--- src/hw/radio_ctrl_pkg.sv ---
// package: constants, states and carriers for the radio module command controller
package radio_ctrl_pkg;

    // ==========================================================
    // timing
    localparam int CLK_HZ              = 40_000_000;
    localparam int STARTUP_MAX_MS      = 1000;
    localparam int RESTART_HOLD_MIN_MS = 10;
    localparam int CALIB_MIN_MS        = 2;
    localparam int CALIB_MAX_MS        = 20;
    localparam int RESTART_HOLD_CYC    = (CLK_HZ / 1000) * RESTART_HOLD_MIN_MS;
    localparam int CALIB_MIN_CYC       = (CLK_HZ / 1000) * CALIB_MIN_MS;
    localparam int CALIB_MAX_CYC       = (CLK_HZ / 1000) * CALIB_MAX_MS;
    localparam int STARTUP_MAX_CYC     = (CLK_HZ / 1000) * STARTUP_MAX_MS;

    // ==========================================================
    // payload limits
    localparam int MTU_BYTES  = 26;
    localparam int FRAG_MAX   = 240;

    // ==========================================================
    // apb register map (byte addresses)
    localparam logic [7:0] CFG_ADDR    = 8'h00;
    localparam logic [7:0] STATUS_ADDR = 8'h04;
    localparam logic [7:0] CFG_RESET   = 8'h09;
    localparam int         CFG_FRAG_BIT = 1;
    localparam int         CFG_IND_BIT  = 3;

    // ==========================================================
    // command codes on the decoded host command port
    localparam logic [1:0] CMD_NONE  = 2'h0;
    localparam logic [1:0] CMD_SEND  = 2'h1;
    localparam logic [1:0] CMD_SLEEP = 2'h2;
    localparam logic [1:0] CMD_RESET = 2'h3;

    // message codes toward the host
    localparam logic [1:0] MSG_READY = 2'h0;
    localparam logic [1:0] MSG_SENT  = 2'h1;
    localparam logic [1:0] MSG_FRAG  = 2'h2;
    localparam logic [1:0] MSG_RX    = 2'h3;

    typedef enum logic [2:0] {
        ST_RESTART, ST_CALIB, ST_IDLE, ST_LOAD, ST_TX, ST_RX, ST_SLEEP
    } ctrl_state_t;

    typedef struct packed {
        logic [1:0] code;
        logic [7:0] len;
    } host_msg_t;

    typedef struct packed {
        logic       frag;    // packet is one fragment of a larger one
        logic       last;    // final fragment
        logic       intact;  // crc good
        logic [7:0] len;
    } rf_pkt_t;

endpackage
--- src/hw/radio_ctrl.sv ---
// radio module command controller: start-up, buffered send, sleep, fragmentation
//
// The address map and the APB slave port are this design's own decisions.
`timescale 1ns/10ps

module radio_ctrl
    import radio_ctrl_pkg::*;
#(
    parameter int RESTART_HOLD = RESTART_HOLD_CYC,
    parameter int CALIB_CYC    = CALIB_MIN_CYC,
    parameter int FRAG_BYTES   = MTU_BYTES
) (
    input  wire logic       pclk,          // apb clock, 40 MHz
    input  wire logic       presetn,       // async reset, active low
    input  wire logic       psel,          // apb select
    input  wire logic       penable,       // apb access phase
    input  wire logic       pwrite,        // apb direction
    input  wire logic [7:0] paddr,         // apb byte address
    input  wire logic [31:0] pwdata,       // apb write data
    output logic [31:0]     prdata,        // apb read data
    output logic            pready,        // apb ready
    output logic            pslverr,       // apb error on unmapped address
    input  wire logic       restart_n,     // restart pin, active low
    input  wire logic       wake_pin,      // wake pin, falling edge wakes
    input  wire logic       cmd_valid,     // decoded host command strobe
    input  wire logic [1:0] cmd_code,      // decoded host command
    input  wire logic [7:0] cmd_len,       // payload length of send command
    output logic            uart_rx_en,    // uart reception allowed
    output logic            uart_on,       // uart powered
    output logic            radio_on,      // radio powered
    output logic            msg_valid,     // message to host, one cycle
    output host_msg_t       msg,           // message contents
    output logic            load_start,    // copy buffer into transceiver memory
    input  wire logic       load_done,     // transceiver memory holds payload
    output logic            tx_start,      // transmit one packet, one cycle
    output logic [7:0]      tx_len,        // length of packet transmitted
    input  wire logic       tx_done,       // packet on air
    input  wire logic       rx_detect,     // incoming packet seen
    input  wire rf_pkt_t    rx_pkt,        // incoming packet attributes
    input  wire logic       rx_lost,       // a fragment timed out
    output logic            fifo_read,     // read receive fifo, one cycle
    output ctrl_state_t     state          // controller state
);

    // ==========================================================
    // elaboration checks
    // the restart counter needs at least one cycle of low time to compare against
    if (RESTART_HOLD < 1) begin : g_bad_hold
        $error("radio_ctrl: restart hold must be at least one cycle");
    end
    // calibration may be shortened below the real minimum to keep runs short,
    // but never beyond the longest calibration the start-up allows
    if (CALIB_CYC < 1 || CALIB_CYC > CALIB_MAX_CYC) begin : g_bad_calib
        $error("radio_ctrl: calibration length out of range");
    end
    // a fragment wider than the transfer unit would overrun the radio packet
    if (FRAG_BYTES < 1 || FRAG_BYTES > MTU_BYTES) begin : g_bad_frag
        $error("radio_ctrl: fragment size out of range");
    end

    // ==========================================================
    // state
    // cnt times both calibration and the restart hold; calibration owns it
    // while it runs, so in calibration a low restart pin is judged against the calibration count
    // rx_hold keeps the packet attributes for the cycle after detection
    ctrl_state_t state_q, next_state;
    logic [31:0] cnt, next_cnt;
    logic [7:0]  cfg, next_cfg;
    logic [7:0]  remain, next_remain;
    logic [7:0]  asm_len, next_asm_len;
    logic        wake_d, next_wake_d;
    logic        rst_d, next_rst_d;
    logic        restart_req;
    logic        frag_mode, frag_ind;
    logic [7:0]  chunk;
    rf_pkt_t     rx_hold, next_rx_hold;

    assign frag_mode = cfg[CFG_FRAG_BIT];
    assign frag_ind  = frag_mode && cfg[CFG_IND_BIT];
    assign chunk     = (remain > 8'(FRAG_BYTES)) ? 8'(FRAG_BYTES) : remain;
    // outside calibration, restart only counted from a held low level; glitches fall through
    assign restart_req = !restart_n && cnt >= 32'(RESTART_HOLD - 1);

    // ==========================================================
    // apb slave, zero wait states
    // every access completes in its first access cycle, so pready is tied high
    // and the master never sees a wait state
    logic apb_wr;
    assign apb_wr  = psel && penable && pwrite;
    assign pready  = 1'b1;
    assign pslverr = psel && penable && paddr != CFG_ADDR && paddr != STATUS_ADDR;

    // read mux; unmapped offsets read as zero and raise pslverr instead
    always_comb begin
        prdata = 32'h0;
        if (paddr == CFG_ADDR)
            prdata = {24'h0, cfg};
        else if (paddr == STATUS_ADDR)
            prdata = {16'h0, remain, 5'h0, state_q};
    end

    // ==========================================================
    // next-state logic
    // one command or packet is taken per idle cycle; commands win over
    // receive, and a held restart pin overrides the next state at the end
    always_comb begin
        next_state   = state_q;
        next_cnt     = cnt;
        next_remain  = remain;
        next_asm_len = asm_len;
        next_rx_hold = rx_hold;
        msg_valid    = 1'b0;
        msg          = '{code: MSG_READY, len: 8'h0};
        load_start   = 1'b0;
        tx_start     = 1'b0;
        tx_len       = chunk;
        fifo_read    = 1'b0;
        // low time on the restart pin is counted in every state but restart and calibration
        if (!restart_n && state_q != ST_RESTART)
            next_cnt = cnt + 32'h1;
        else if (restart_n && !rst_d)
            next_cnt = 32'h0;
        unique case (state_q)
            // held here while the restart pin stays low
            ST_RESTART: begin
                next_cnt = 32'h0;
                if (restart_n)
                    next_state = ST_CALIB;
            end
            ST_CALIB: begin
                next_cnt = cnt + 32'h1;
                // fixed calibration keeps start-up far below one second
                if (cnt == 32'(CALIB_CYC - 1)) begin
                    next_cnt   = 32'h0;
                    next_state = ST_IDLE;
                    msg_valid  = 1'b1;
                    msg.code   = MSG_READY;
                end
            end
            // only idle listens to the host and the air
            ST_IDLE: begin
                if (cmd_valid && cmd_code == CMD_SLEEP) begin
                    next_state = ST_SLEEP;
                end else if (cmd_valid && cmd_code == CMD_RESET) begin
                    next_state = ST_RESTART;
                end else if (cmd_valid && cmd_code == CMD_SEND) begin
                    // oversize payloads are refused without answer
                    if (cmd_len != 8'h0 && (cmd_len <= 8'(MTU_BYTES) ||
                        (frag_mode && cmd_len <= 8'(FRAG_MAX)))) begin
                        next_remain = cmd_len;
                        next_state  = ST_LOAD;
                        load_start  = 1'b1;
                    end
                end else if (rx_detect && rx_pkt.intact) begin
                    if (rx_pkt.frag && !frag_mode) begin
                        fifo_read = 1'b1;
                    end else begin
                        fifo_read    = 1'b1;
                        next_state   = ST_RX;
                        next_rx_hold = rx_pkt;
                    end
                end
            end
            // wait for the transceiver memory to hold the chunk; radio stays quiet
            ST_LOAD: begin
                if (load_done) begin
                    tx_start   = 1'b1;
                    next_state = ST_TX;
                end
            end
            // one chunk on air; remain counts the bytes still to go
            ST_TX: begin
                if (tx_done) begin
                    next_remain = remain - chunk;
                    if (remain == chunk) begin
                        next_state = ST_IDLE;
                        msg_valid  = 1'b1;
                        msg.code   = MSG_SENT;
                    end else begin
                        load_start = 1'b1;
                        next_state = ST_LOAD;
                    end
                end
            end
            ST_RX: begin
                // one packet accepted; fragments accumulate here
                next_state = ST_IDLE;
                // attributes come from rx_hold, since the input may move on
                if (!rx_hold.frag) begin
                    msg_valid = 1'b1;
                    msg       = '{code: MSG_RX, len: rx_hold.len};
                end else begin
                    next_asm_len = asm_len + rx_hold.len;
                    if (rx_hold.last) begin
                        msg_valid    = 1'b1;
                        msg          = '{code: MSG_RX, len: 8'(asm_len + rx_hold.len)};
                        next_asm_len = 8'h0;
                    end else if (frag_ind) begin
                        msg_valid = 1'b1;
                        msg       = '{code: MSG_FRAG, len: rx_hold.len};
                    end
                end
            end
            // uart and radio off; only the wake and restart pins are watched
            ST_SLEEP: begin
                if (wake_d && !wake_pin)
                    next_state = ST_IDLE;
            end
        endcase
        // a lost fragment throws away the partial packet
        // a later last fragment then carries only its own bytes
        if (rx_lost)
            next_asm_len = 8'h0;
        if (restart_req)
            next_state = ST_RESTART;
    end

    // outputs derived from state
    // the uart stays on through restart so the ready message can go out at
    // once; the radio waits until calibration has begun
    // reception opens only in idle, which also keeps the link half duplex
    assign uart_on    = state_q != ST_SLEEP;
    assign radio_on   = state_q != ST_SLEEP && state_q != ST_RESTART;
    assign uart_rx_en = state_q == ST_IDLE;
    assign state      = state_q;

    // ==========================================================
    // controller registers
    always_ff @(posedge pclk or negedge presetn) begin
        if (!presetn) begin
            state_q <= ST_RESTART;
            cnt     <= 32'h0;
            remain  <= 8'h0;
            asm_len <= 8'h0;
            rx_hold <= '0;
        end else begin
            state_q <= next_state;
            cnt     <= next_cnt;
            remain  <= next_remain;
            asm_len <= next_asm_len;
            rx_hold <= next_rx_hold;
        end
    end

    // ==========================================================
    // settings
    // only the host bus writes the flags; sleep and the restart pin leave them
    always_comb begin
        next_cfg = cfg;
        if (apb_wr && paddr == CFG_ADDR)
            next_cfg = pwdata[7:0];
    end

    // settings flops reset only with presetn, so a wake keeps them
    always_ff @(posedge pclk or negedge presetn) begin
        if (!presetn)
            cfg <= CFG_RESET;
        else
            cfg <= next_cfg;
    end

    // ==========================================================
    // pin samples
    // previous pin levels for edge detection; both rest high after reset so
    // an idle high pin gives no false edge when reset lifts
    always_comb begin
        next_wake_d = wake_pin;
        next_rst_d  = restart_n;
    end

    always_ff @(posedge pclk or negedge presetn) begin
        if (!presetn) begin
            wake_d <= 1'b1;
            rst_d  <= 1'b1;
        end else begin
            wake_d <= next_wake_d;
            rst_d  <= next_rst_d;
        end
    end

endmodule

--- config.mk ---
export PLATFORM = sky130hd
export DESIGN_NAME = radio_ctrl
export DESIGN_NICKNAME = d
export VERILOG_FILES = /design/src/hw/radio_ctrl_pkg.sv /design/src/hw/radio_ctrl.sv
export SDC_FILE = /design/constraint.sdc
export NUM_CORES = 1
export LEC_CHECK = 0
export BUFFER_PORTS_ARGS = -buffer_cell sky130_fd_sc_hd__buf_2
export CORE_ASPECT_RATIO = 0.6
export CORE_MARGIN = 4
export CORE_UTILIZATION = 40
export DETAILED_ROUTE_END_ITERATION = 7
export SETUP_SLACK_MARGIN = 0.02
export SLEW_MARGIN = 20
export SYNTH_ARGS = -nofsm -noshare
export SYNTH_HDL_FRONTEND = slang
export SYNTH_SLANG_ARGS = --single-unit
--- constraint.sdc ---
create_clock -name pclk -period 3.9 [get_ports pclk]
set_input_delay 0.195 -clock pclk [delete_from_list [all_inputs] [get_ports pclk]]
set_output_delay 0.195 -clock pclk [all_outputs]
set_load 0.02 [all_outputs]
# Word-level counts from Yosys, hierarchy flattened
# Cells that the tools add are included.
op_classes:
  addsub: 3
  magnitude_cmp: 4
  eq_ne: 27
  n_mux: 59
  bitwise_logic: 4
  n_reduce_logical: 36
ops:
  columns: ["operator", "count"]
  rows:
  - ["2-to-1 mux 32 bit", 4]
  - ["2-to-1 mux 8 bit", 11]
  - ["case mux 32 bit (2 select lines)", 1]
  - ["2-to-1 mux 3 bit", 12]
  - ["adder 32 x 1 -> 32 bit, second input constant", 1]
  - ["equality test 32 x 17 -> 1 bit, second input constant", 1]
  - [">= comparator 32 x 19 -> 1 bit, second input constant", 1]
  - ["2-to-1 mux 10 bit", 3]
  - ["2-to-1 mux 1 bit", 22]
  - ["case mux 3 bit (7 select lines)", 1]
  - ["logical AND 1 bit", 18]
  - ["!= test 3 bit, second input constant", 6]
  - ["2-to-1 mux 16 bit", 1]
  - ["case mux 8 bit (2 select lines)", 1]
  - ["nonzero test 8 bit", 2]
  - ["AND reduction 6 bit", 2]
  - ["equality test 3 bit, second input constant", 3]
  - ["adder 8 bit", 1]
  - ["equality test 8 x 3 -> 1 bit, second input constant", 1]
  - ["equality test 8 bit", 1]
  - ["> comparator 8 x 5 -> 1 bit, second input constant", 1]
  - ["<= comparator 8 x 5 -> 1 bit, second input constant", 1]
  - ["<= comparator 8 bit, second input constant", 1]
  - ["zero test 8 bit", 1]
  - ["other kinds (23)", 36]
totals:
  register_bits: 71

# Depth between registers and ports, before layout
# Gate-level depths: netlist of run 1.
depth:
  ltp_word: 10
  ltp_mapped: 10
  mapped_depth_nobuf: 9

# Least setup slack after synthesis of run 1
# No wires, ideal clock.
synth_timing:
  path_type: "reg-to-reg"
  startpoint: "register state_q[2], in the netlist state[2]"
  endpoint: "register rx_hold[0] (netlist bit)"
  setup_time_ns: 0.125
  t_arrival_ns: 2.134
  required_time_ns: 3.775
  slack_ns: 1.641
  path_stages_with_launch: 7
  n_path_buf: 0
  synth_period_minus_slack_ns: 2.259
  path_cell_list: "dfrtp_1 -> or3b_4 -> inv_1 -> nand2_1 -> nor2_1 -> nand2_2 -> mux2_2"
synth_via:
  elab_chain_len: 2
synth_lines:
  columns: ["element", "line", "rtl"]
  rows:
  - ["start: declaration", "radio_ctrl.sv:66", "ctrl_state_t state_q, next_state;"]
  - ["start signal: assignment", "radio_ctrl.sv:237", "state_q <= next_state;"]
  - ["equality test 3 x 2 -> 1 bit", null, null]
  - ["net uart_rx_en", "radio_ctrl.sv:28", "output logic uart_rx_en,"]
  - ["AND reduction 6 bit (no source line)", null, null]
  - ["end signal: assignment", "radio_ctrl.sv:241", "rx_hold <= next_rx_hold;"]
  - ["end: declaration", "radio_ctrl.sv:76", "rf_pkt_t rx_hold, next_rx_hold;"]
# The timed path passes the listed nets, and every way through them passes these cells.
# A chain may end at the register's enable or synchronous reset.

==> impl_summary.log, run 1 <==
INFO  metric result_of_the_run = finished, final reports clean
INFO  metric netlist_top_cells_area = sky130_fd_sc_hd__dfrtp_1 (36%), sky130_fd_sc_hd__xor2_1 (4.8%), sky130_fd_sc_hd__mux2_2 (4.8%), sky130_fd_sc_hd__nor2_1 (4.7%), sky130_fd_sc_hd__buf_4 (3.4%)
INFO  metric antenna_found_initial = 0
INFO  metric clock_latency_at_the_later_pin_of_the_worst_skew_pair = 0.33 ns
INFO  metric global_route_wire_length_before_repair = 19900 um
INFO  metric globalRouteMet3Util = 0.0523
INFO  metric fraction_of_final_layout_cells_sized_beyond_drive_strength_1 = 0.261
INFO  metric timing_max_transition_violations_final = 0
INFO  metric gr-total-overflow = 0
INFO  metric timing.rr.end = cnt[27]
INFO  metric wl_per_cell = 15.7 um
INFO  metric ys_seq_elements = 71
INFO  metric synth_largest_area_cell = sky130_fd_sc_hd__dfrtp_1
INFO  metric n_antenna_cell = 0
INFO  metric h-tree-depth = 3
INFO  metric clk_slew_on_worst_s_h_paths = 0.06 ns
INFO  metric reg2regPathDepth = 5
INFO  metric nNetsFinal = 672
INFO  metric timing.hold.worst.class = in2reg
INFO  metric first_global_vias = 4041
INFO  metric synth-main-ff-cell = sky130_fd_sc_hd__dfrtp_1
INFO  metric syn-cell-area = 0.00470 sq mm
INFO  metric start_util = 0.413
INFO  metric number_of_inserted_filler_cells_in_the_final_layout = 1082
INFO  metric cts-root-to-sink-buffers = 2
INFO  metric post_synth.cell_area_avg = 9.34 sq um
INFO  metric detailedRoute.firstPassIterationCount = 4
INFO  metric fin_cells = 754
INFO  metric timing.hold.worst.start = restart_n
INFO  metric yosysTopAreaCellShare = 0.357
INFO  metric gr-max-usage-layer = met2
INFO  metric floorplan.rows = 30
INFO  metric ctsHoldBuffers = 2
INFO  metric post_cts_resized = 0
INFO  metric io_pins = 135
INFO  metric seqCellArea = 0.00178 sq mm
INFO  metric synth-async-reset-ratio = 1.00
INFO  metric power_report.internal_total = 1.67 mW
INFO  metric synth_cell_type_count = 80
INFO  metric core_area = 0.0114 sq mm
INFO  metric dp_cells = 736
INFO  metric grt_usage = 0.180
INFO  metric met1_usage = 0.261
INFO  metric finalInstanceArea = 0.00549 sq mm
INFO  metric p_comb_frac = 0.347
INFO  metric worstSetupStartpointType = register
INFO  metric gpl.final_weighted_congestion = 0.883
INFO  metric pin_count_of_the_biggest_net_entering_global_routing = 39
INFO  metric worstMarginPinSlew = 0.887 ns
INFO  metric peakVddDrop = 0.000296 V
INFO  metric crit_required = 3.70 ns
INFO  metric drt.antenna.violating_nets = 0
INFO  metric r2r_start = cnt[19]
INFO  metric max_cap_viol_count = 0
INFO  metric wirelength = 11800 um
INFO  metric final-setup-viol-count = 0
INFO  metric die-area = 0.0136 sq mm
INFO  metric tns_setup = 0 ns
INFO  metric synth-edff-count = 0
INFO  metric overall_via_count_from_detail_route = 4023
INFO  metric cts_tree = yes
INFO  metric clock_sinks = 71
INFO  metric fp.dieH = 91.9 um
INFO  metric route.detailed.drc = 0
INFO  metric switching_power = 1.06 mW
INFO  metric tritoncts.num_buffers = 9
INFO  metric fin_skew = 0.00947 ns
INFO  metric slew_headroom = 0.409
INFO  metric crit_path_end_kind = output port
INFO  metric multiInputGateArea = 0.00271 sq mm
INFO  metric cellPowerDensity = 498 mW/mm^2
INFO  metric clock_network_fraction_of_design_power = 0.278
INFO  metric post-route-worst-setup-slack = 1.22 ns
INFO  metric whs_path_depth = 1
INFO  metric final_core_utilization = 0.482
INFO  metric seq_power_share = 0.376
INFO  metric static_leakage = 2.61 nW
INFO  metric crit_arrival = 2.48 ns
INFO  metric worst-path-max-fanout = 3
INFO  metric finalWorstPathRequiredPeriod = 2.68 ns
INFO  metric syn_inst = 503
INFO  metric worstSetupPathType = reg2out
INFO  metric sw_frac_of_total = 0.388
INFO  metric drt_iter0_markers = 186
INFO  metric min_to = rst_d
INFO  metric dpl_worst_slack = 1.35 ns
INFO  metric route.detailed.vias_per_inst = 5.34
INFO  metric setup.reg_to_reg.worst_slack = 1.34 ns
INFO  metric seq_area_frac_synth = 0.379
INFO  metric max_freq = 374 MHz
INFO  metric post-route-period-util = 0.686
INFO  metric dieWidth = 148 um
INFO  metric unrepaired_setup_endpoints_after_global_routing = no
INFO  metric synthToLayoutAreaGrowth = 16.8%
INFO  metric cts_root_buffer = sky130_fd_sc_hd__clkbuf_16
INFO  metric final-hold-violation-count = 0
INFO  metric buffer_ports.inserted = 90
INFO  metric dp.final_hpwl = 8850 um
INFO  metric placement_cell_area = 0.00519 sq mm
INFO  metric postCtsSetupBuffers = 0
INFO  metric yosysWarnings = 0
INFO  metric grtUsageMet2 = 0.262
power by group through the flow:
stage	logic, mW	clock network [mW]	registers, mW
global route	1.05	0.821	1.05
finish	0.948	0.759	1.03
CTS	0.953	0.782	1.02
detailed placement	0.948	0	1.04
global placement	0.935	0	1.03
floorplan	0.778	0	0.957
sequential cells by signal (all words and copies together), names as in the netlist:
signal	flops
remain	8
cfg	8
state	3
asm_len	8
cnt	32
rx_hold	10
rst_d	1
wake_d	1
logic make-up after synthesis:
| kind of cell | Yosys count | synth area share |
|---|---|---|
| adders and majority gates | 10 | 0.0282 |
| other | 2 | 0.00160 |
| buffers and inverters | 47 | 0.0592 |
| muxes | 24 | 0.0565 |
| AOI/OAI and AO/OA | 97 | 0.154 |
| DFF | 71 | 0.379 |
| and+or+nand+nor | 220 | 0.261 |
| xor gates and xnor gates | 32 | 0.0597 |
worst max-delay path, stage by stage, from the launching register on:
cell	delay, ns
sky130_fd_sc_hd__dfrtp_1	0.39
sky130_fd_sc_hd__ha_1	0.22
sky130_fd_sc_hd__fa_1	0.41
sky130_fd_sc_hd__a21o_1	0.18
sky130_fd_sc_hd__a21oi_1	0.22
sky130_fd_sc_hd__o21ai_0	0.15
sky130_fd_sc_hd__xor2_1	0.17
sky130_fd_sc_hd__a31o_2	0.24
sky130_fd_sc_hd__buf_2	0.15
cell usage in the layout (no fill, tap or decap), types with 6 or more instances in the layout:
cell and instances:
sky130_fd_sc_hd__buf_2 90, sky130_fd_sc_hd__dfrtp_1 67, sky130_fd_sc_hd__nor2_1 59, sky130_fd_sc_hd__xnor2_1 6, sky130_fd_sc_hd__and3_1 10, sky130_fd_sc_hd__nor2b_1 7
sky130_fd_sc_hd__nand2b_1 7, sky130_fd_sc_hd__nand4_1 14, sky130_fd_sc_hd__a22o_1 9, sky130_fd_sc_hd__inv_1 9, sky130_fd_sc_hd__nor4_1 8, sky130_fd_sc_hd__ha_1 9
sky130_fd_sc_hd__clkbuf_16 9, sky130_fd_sc_hd__xor2_1 26, sky130_fd_sc_hd__nand3_1 16, sky130_fd_sc_hd__mux2_2 20, sky130_fd_sc_hd__a22oi_1 7, sky130_fd_sc_hd__conb_1 21
sky130_fd_sc_hd__nor3_1 8, sky130_fd_sc_hd__a21oi_1 18, sky130_fd_sc_hd__nand2_1 36, sky130_fd_sc_hd__o21ai_0 13, sky130_fd_sc_hd__and2_1 20
cell type report:
class | count | share of cell area
Multi-Input combinational cell | 404 | 0.494
Inverter | 9 | 0.00616
Clock inverter | 5 | 0.00616
Timing Repair Buffer | 94 | 0.0885
Clock buffer | 11 | 0.0443
Sequential cell | 71 | 0.325
Tap cell | 160 | 0.0365
synth_stat cells (9+ instances only):
cell type                 count
sky130_fd_sc_hd__dfrtp_1     67
sky130_fd_sc_hd__nor2_1      59
sky130_fd_sc_hd__nand2_1     36
sky130_fd_sc_hd__xor2_1      26
sky130_fd_sc_hd__buf_4       21
sky130_fd_sc_hd__and2_1      20
sky130_fd_sc_hd__mux2_2      20
sky130_fd_sc_hd__a21oi_1     18
sky130_fd_sc_hd__nand3_1     16
sky130_fd_sc_hd__nand4_1     14
sky130_fd_sc_hd__o21ai_0     13
sky130_fd_sc_hd__and3_1      10
sky130_fd_sc_hd__a22o_1       9
sky130_fd_sc_hd__ha_1         9
sky130_fd_sc_hd__inv_1        9
per-stage QoR:
step           power, mW  hold slack, ns
3_5_place_dp        1.99           0.322
2_1_floorplan       1.74          -0.101
5_1_grt             2.92          0.0473
3_3_place_gp        1.97           0.313
4_1_cts             2.76          0.0454
6_report            2.73          0.0706
layer usage:
| metal | routed length [um] | vias up |
|---|---|---|
| li1 | - | 1964 |
| met1 | 5870 | 1929 |
| met2 | 5020 | 123 |
| met3 | 820 | 7 |
| met4 | 91 | 0 |
| met5 | 0 | - |
worst max path at each step:
stage               cells after the start  slack, ns       start         end
global route                            8       1.11  rx_hold[0]      msg[6]
global placement                        5       1.37     cnt[19]     cnt[24]
finish                                  8       1.22  rx_hold[0]      msg[6]
floorplan                               6       1.64    state[2]  rx_hold[0]
CTS                                     8       1.22  rx_hold[0]      msg[6]
detailed placement                      5       1.35     cnt[19]     cnt[25]
Power figures use the tool's default switching activity.
==> inputs of run 2 (changes only) <==
--- a/config.mk
+++ b/config.mk
@@ -5,11 +5,13 @@
 export SDC_FILE = /design/constraint.sdc
 export NUM_CORES = 1
 export LEC_CHECK = 0
+export ABC_AREA = 1
 export BUFFER_PORTS_ARGS = -buffer_cell sky130_fd_sc_hd__buf_2
 export CORE_ASPECT_RATIO = 0.6
 export CORE_MARGIN = 4
 export CORE_UTILIZATION = 40
 export DETAILED_ROUTE_END_ITERATION = 7
+export PLACE_DENSITY = 0.66
 export SETUP_SLACK_MARGIN = 0.02
 export SLEW_MARGIN = 20
 export SYNTH_ARGS = -nofsm -noshare
==> constraint.sdc (replaced) <==
create_clock -name pclk -period 2.15 [get_ports pclk]
set_input_delay 0.1075 -clock pclk [delete_from_list [all_inputs] [get_ports pclk]]
set_output_delay 0.1075 -clock pclk [all_outputs]
set_load 0.02 [all_outputs]
==> run 2 against run 1 <==
- sequential share of layout area fell by 4.9 points
- count of clock-buffer cells in the layout rose by 1
- register-to-register slack got worse by 1.1 ns
- total power rose by 110%
- sequential power rose by 78%
- largest cell class unchanged
- the run now ends with setup timing left
- area after synthesis rose by 11%
- first-iteration DRC count rose to 2.6 times the previous value
- utilization rose by 4.2 points
- global-route usage rose by 3.5 points
- worst hold slack got worse by 0.065 ns
==> impl_summary.log, run 2 <==
INFO  metric result_of_the_run = complete, but fails checks
INFO  metric violations = setup timing
INFO  metric static_leakage = 3.15 nW (+21%)
INFO  metric global_route_wire_length_before_repair = 25500 um (+28%)
INFO  metric post_synth_adder_cell_area = 0.0255 (-0.00277)
INFO  metric yosysWarnings = 0 (unchanged)
INFO  metric post_synth.cell_area_avg = 6.80 sq um (-27%)
INFO  metric number_of_flip_flops_under_the_largest_register_name = 32 (unchanged)
INFO  metric synth_largest_area_cell = sky130_fd_sc_hd__dfrtp_1
INFO  metric commonest_cells_after_routing_fill_and_taps_aside = sky130_fd_sc_hd__nand2_1 (197), sky130_fd_sc_hd__nor2_1 (112), sky130_fd_sc_hd__inv_1 (94), sky130_fd_sc_hd__buf_2 (83), sky130_fd_sc_hd__dfrtp_1 (63)
INFO  metric dp.final_hpwl = 11900 um (+34%)
INFO  metric antenna_found_initial = 0 (unchanged)
INFO  metric h-tree-depth = 3 (unchanged)
INFO  metric synthesized_area_fraction_occupied_by_ao_oa_aoi_and_oai_cells = 0.105 (-0.0497)
INFO  metric unrepaired_setup_endpoints_after_global_routing = yes
INFO  metric worst-path-max-fanout = 3 (unchanged)
INFO  metric worstSetupPathType = reg2out
INFO  metric largest_registers = cnt (32), rx_hold (10)
INFO  metric p_comb_frac = 0.417 (+0.070)
INFO  metric synthToLayoutAreaGrowth = 24.5%
INFO  metric first_global_vias = 5049 (+25%)
INFO  metric seq_power_share = 0.313 (-0.063)
INFO  metric placement_cell_area = 0.00582 sq mm (+12%)
INFO  metric cellPowerDensity = 900 mW/mm^2 (+81%)
INFO  metric clock_latency_at_the_later_pin_of_the_worst_skew_pair = 0.34 ns (about the same)
INFO  metric cts_root_buffer = sky130_fd_sc_hd__clkbuf_16
INFO  metric worstSetupStartpointType = register
INFO  metric cts_tree = yes
INFO  metric route.detailed.vias_per_inst = 5.02 (-5.9%)
INFO  metric whs_path_depth = 3 (+2)
INFO  metric fin_cells = 1052 (+40%)
INFO  metric clock_network_fraction_of_design_power = 0.269 (-0.009)
INFO  metric tritoncts.num_buffers = 9 (unchanged)
INFO  metric synth-async-reset-ratio = 1.00 (unchanged)
INFO  metric buffer_ports.inserted = 90 (unchanged)
INFO  metric timing.hold.worst.start = rx_pkt[5]
INFO  metric final_common_cell = sky130_fd_sc_hd__nand2_1
INFO  metric detailedRoute.firstPassIterationCount = 5 (+1)
INFO  metric fin_skew = 0.00789 ns (-0.00158 ns)
INFO  metric synth_top_family_by_area = simple AND/OR/NAND/NOR gates
INFO  metric ys_seq_elements = 71 (unchanged)
INFO  metric nNetsFinal = 965 (+44%)
INFO  metric synth-edff-count = 0 (unchanged)
INFO  metric finalInstanceArea = 0.00648 sq mm (+18%)
INFO  metric n_antenna_cell = 0 (unchanged)
INFO  metric fp.dieH = 96.4 um (+4.8%)
INFO  metric io_pins = 135 (unchanged)
INFO  metric seq_area_frac_synth = 0.342 (-0.0372)
INFO  metric finalWorstPathRequiredPeriod = 2.26 ns
INFO  metric gpl.final_weighted_congestion = 0.961 (+8.9%)
INFO  metric peakVddDrop = 0.000717 V (+140%)
INFO  metric post-route-worst-setup-slack = -0.109 ns (-1.33 ns)
INFO  metric timing_max_transition_violations_final = 0 (unchanged)
INFO  metric synth-main-ff-cell = sky130_fd_sc_hd__dfrtp_1
INFO  metric overall_via_count_from_detail_route = 5280 (+31%)
INFO  metric pin_count_of_the_biggest_net_entering_global_routing = 38 (-2.6%)
INFO  metric syn_inst = 766 (+52%)
INFO  metric dieWidth = 155 um (+5.0%)
INFO  metric crit_required = 2.04 ns (-1.66 ns)
INFO  metric sw_frac_of_total = 0.415 (+0.0270)
INFO  metric route.detailed.drc = 0 (unchanged)
INFO  metric netlist_top_cells_area = sky130_fd_sc_hd__dfrtp_1 (32%), sky130_fd_sc_hd__nand2_1 (14%), sky130_fd_sc_hd__nor2_1 (8.3%), sky130_fd_sc_hd__inv_1 (6.8%), sky130_fd_sc_hd__nand3_1 (4.8%)
INFO  metric tns_setup = -0.213 ns (-0.213 ns)
INFO  metric crit_arrival = 2.15 ns (-0.33 ns)
INFO  metric cts-root-to-sink-buffers = 2 (unchanged)
INFO  metric final-setup-viol-count = 4 (+4)
INFO  metric hold_ws = 0.00595 ns (-0.0646 ns)
INFO  metric synth_cell_type_count = 50 (-38%)
INFO  metric syn-cell-area = 0.00521 sq mm (+11%)
INFO  metric core_area = 0.0124 sq mm (+8.8%)
INFO  metric drt.antenna.violating_nets = 0 (unchanged)
INFO  metric clock_sinks = 71 (unchanged)
INFO  metric fraction_of_final_layout_cells_sized_beyond_drive_strength_1 = 0.213 (-0.0479)
INFO  metric top_register = cnt
INFO  metric reg2regPathDepth = 11 (+6)
INFO  metric final_core_utilization = 0.524 (+0.0415)
INFO  metric gr-total-overflow = 0 (unchanged)
INFO  metric clk_slew_on_worst_s_h_paths = 0.06 ns (about the same)
INFO  metric crit_path_end_kind = output port
INFO  metric critical_path_startpoint = asm_len[0]
INFO  metric yosysTopAreaCellShare = 0.322 (-0.0350)
INFO  metric r2r_start = cnt[0]
INFO  metric start_util = 0.421 (+0.00790)
INFO  metric max_freq = 443 MHz
INFO  metric grt_usage = 0.214 (+0.0348)
INFO  metric floorplan.rows = 31 (+3.3%)
INFO  metric power_report.internal_total = 3.41 mW (+100%)
INFO  metric switching_power = 2.42 mW (+130%)
INFO  metric wl_per_cell = 14.8 um (-5.7%)
INFO  metric max_cap_viol_count = 0 (unchanged)
INFO  metric wirelength = 15500 um (+32%)
INFO  metric drt_iter0_markers = 483 (+160%)
INFO  metric synth_simple_gate_area_share = 0.373 (+0.111)
INFO  metric synthXorXnorAreaFrac = 0.0353 (-0.0244)
INFO  metric die-area = 0.0150 sq mm (+10%)
INFO  metric final-hold-violation-count = 0 (unchanged)
INFO  metric timing.hold.worst.class = in2reg
INFO  metric mux_share_of_post_synthesis_cell_area = 0 (-0.0565)
INFO  metric dp_cells = 1018 (+38%)
INFO  metric post-synth-top-count-cell = sky130_fd_sc_hd__nand2_1
INFO  metric synth.top_cells.by_count = sky130_fd_sc_hd__nand2_1 (198), sky130_fd_sc_hd__nor2_1 (115), sky130_fd_sc_hd__inv_1 (95)
INFO  metric post-route-period-util = 1.05
## run 2: cell count changes after synthesis, sizes merged, moves of 8 or more
| cell | previous run | this run |
|---|---|---|
| nand2 | 37 | 202 |
| inv | 9 | 98 |
| nor2 | 60 | 124 |
| nand3 | 19 | 52 |
| o21ai | 15 | 41 |
| and2 | 22 | 0 |
| mux2 | 20 | 0 |
| and3 | 11 | 1 |
| nand4 | 15 | 24 |
| xor2 | 26 | 18 |
## run 2: per-layer routing
metal / global-route usage / routed length, um / up-vias / part of all wire
met5: 0 / 0 / - / 0
met4: 0.0408 / 126 / 0 / 0.0081
met3: 0.0690 / 1380 / 12 / 0.089
met2: 0.295 / 6040 / 214 / 0.39
met1: 0.326 / 7990 / 2392 / 0.51
li1: - / - / 2662 / -
## run 2: area by class of cell
cell class | instances | area, sq um
fill | 1238 | 5890
inverter | 100 | 377
clock inverter | 4 | 53.8
multi-input combinational | 580 | 3050
timing repair buffer | 120 | 753
clock buffer | 12 | 256
sequential | 71 | 1790
tap | 165 | 206
## run 2: worst max-delay path: stages (launching register included)
cell                      delay (ns)
sky130_fd_sc_hd__dfrtp_1        0.38
sky130_fd_sc_hd__ha_2           0.20
sky130_fd_sc_hd__fa_2           0.39
sky130_fd_sc_hd__a31oi_4        0.21
sky130_fd_sc_hd__xor2_2         0.11
sky130_fd_sc_hd__or2_4          0.27
sky130_fd_sc_hd__a21oi_4        0.12
sky130_fd_sc_hd__buf_6          0.13
## run 2: through the flow
step | power (mW) | setup WS (ns)
detailed placement | 3.95 | 0.0955
global placement | 3.94 | 0.128
finish | 5.83 | -0.109
global route | 6.25 | -0.163
floorplan | 3.36 | 0.111
CTS | 5.69 | -0.120
## run 2: power groups by stage
stage          clock network (mW)  logic (mW)  registers (mW)
6_report                     1.57        2.43            1.83
5_1_grt                      1.65        2.73            1.86
4_1_cts                      1.60        2.27            1.83
3_5_place_dp                    0        2.12            1.84
3_3_place_gp                    0        2.11            1.83
2_1_floorplan                   0        1.61            1.75
## run 2: what timing repair did
item | in CTS | in global routing
resized for setup | 21 | 21
pin swaps | 5 | 8
endpoints found under the setup margin | 7 | 8
hold endpoints to repair | 41 | 0
buffers inserted | 4 | 3
hold buffers | 11 | 0
## run 2: final timing paths
kind                              end  slack, ns
max in group asynchronous       rst_d       1.24
min reg2reg                    cfg[6]       0.50
min in group asynchronous   remain[1]       0.29
max reg2reg                   cnt[25]       0.29
max                            msg[4]      -0.11
min                        rx_hold[5]      0.006
## run 2: cells by family after synthesis
kind of cell | after synthesis
AO/OA/AOI/OAI | 93
XOR/XNOR | 21
adder cells (fa/ha/maj) | 10
buffers and inverters | 134
flip-flops | 71
other | 2
AND/OR/NAND/NOR | 435
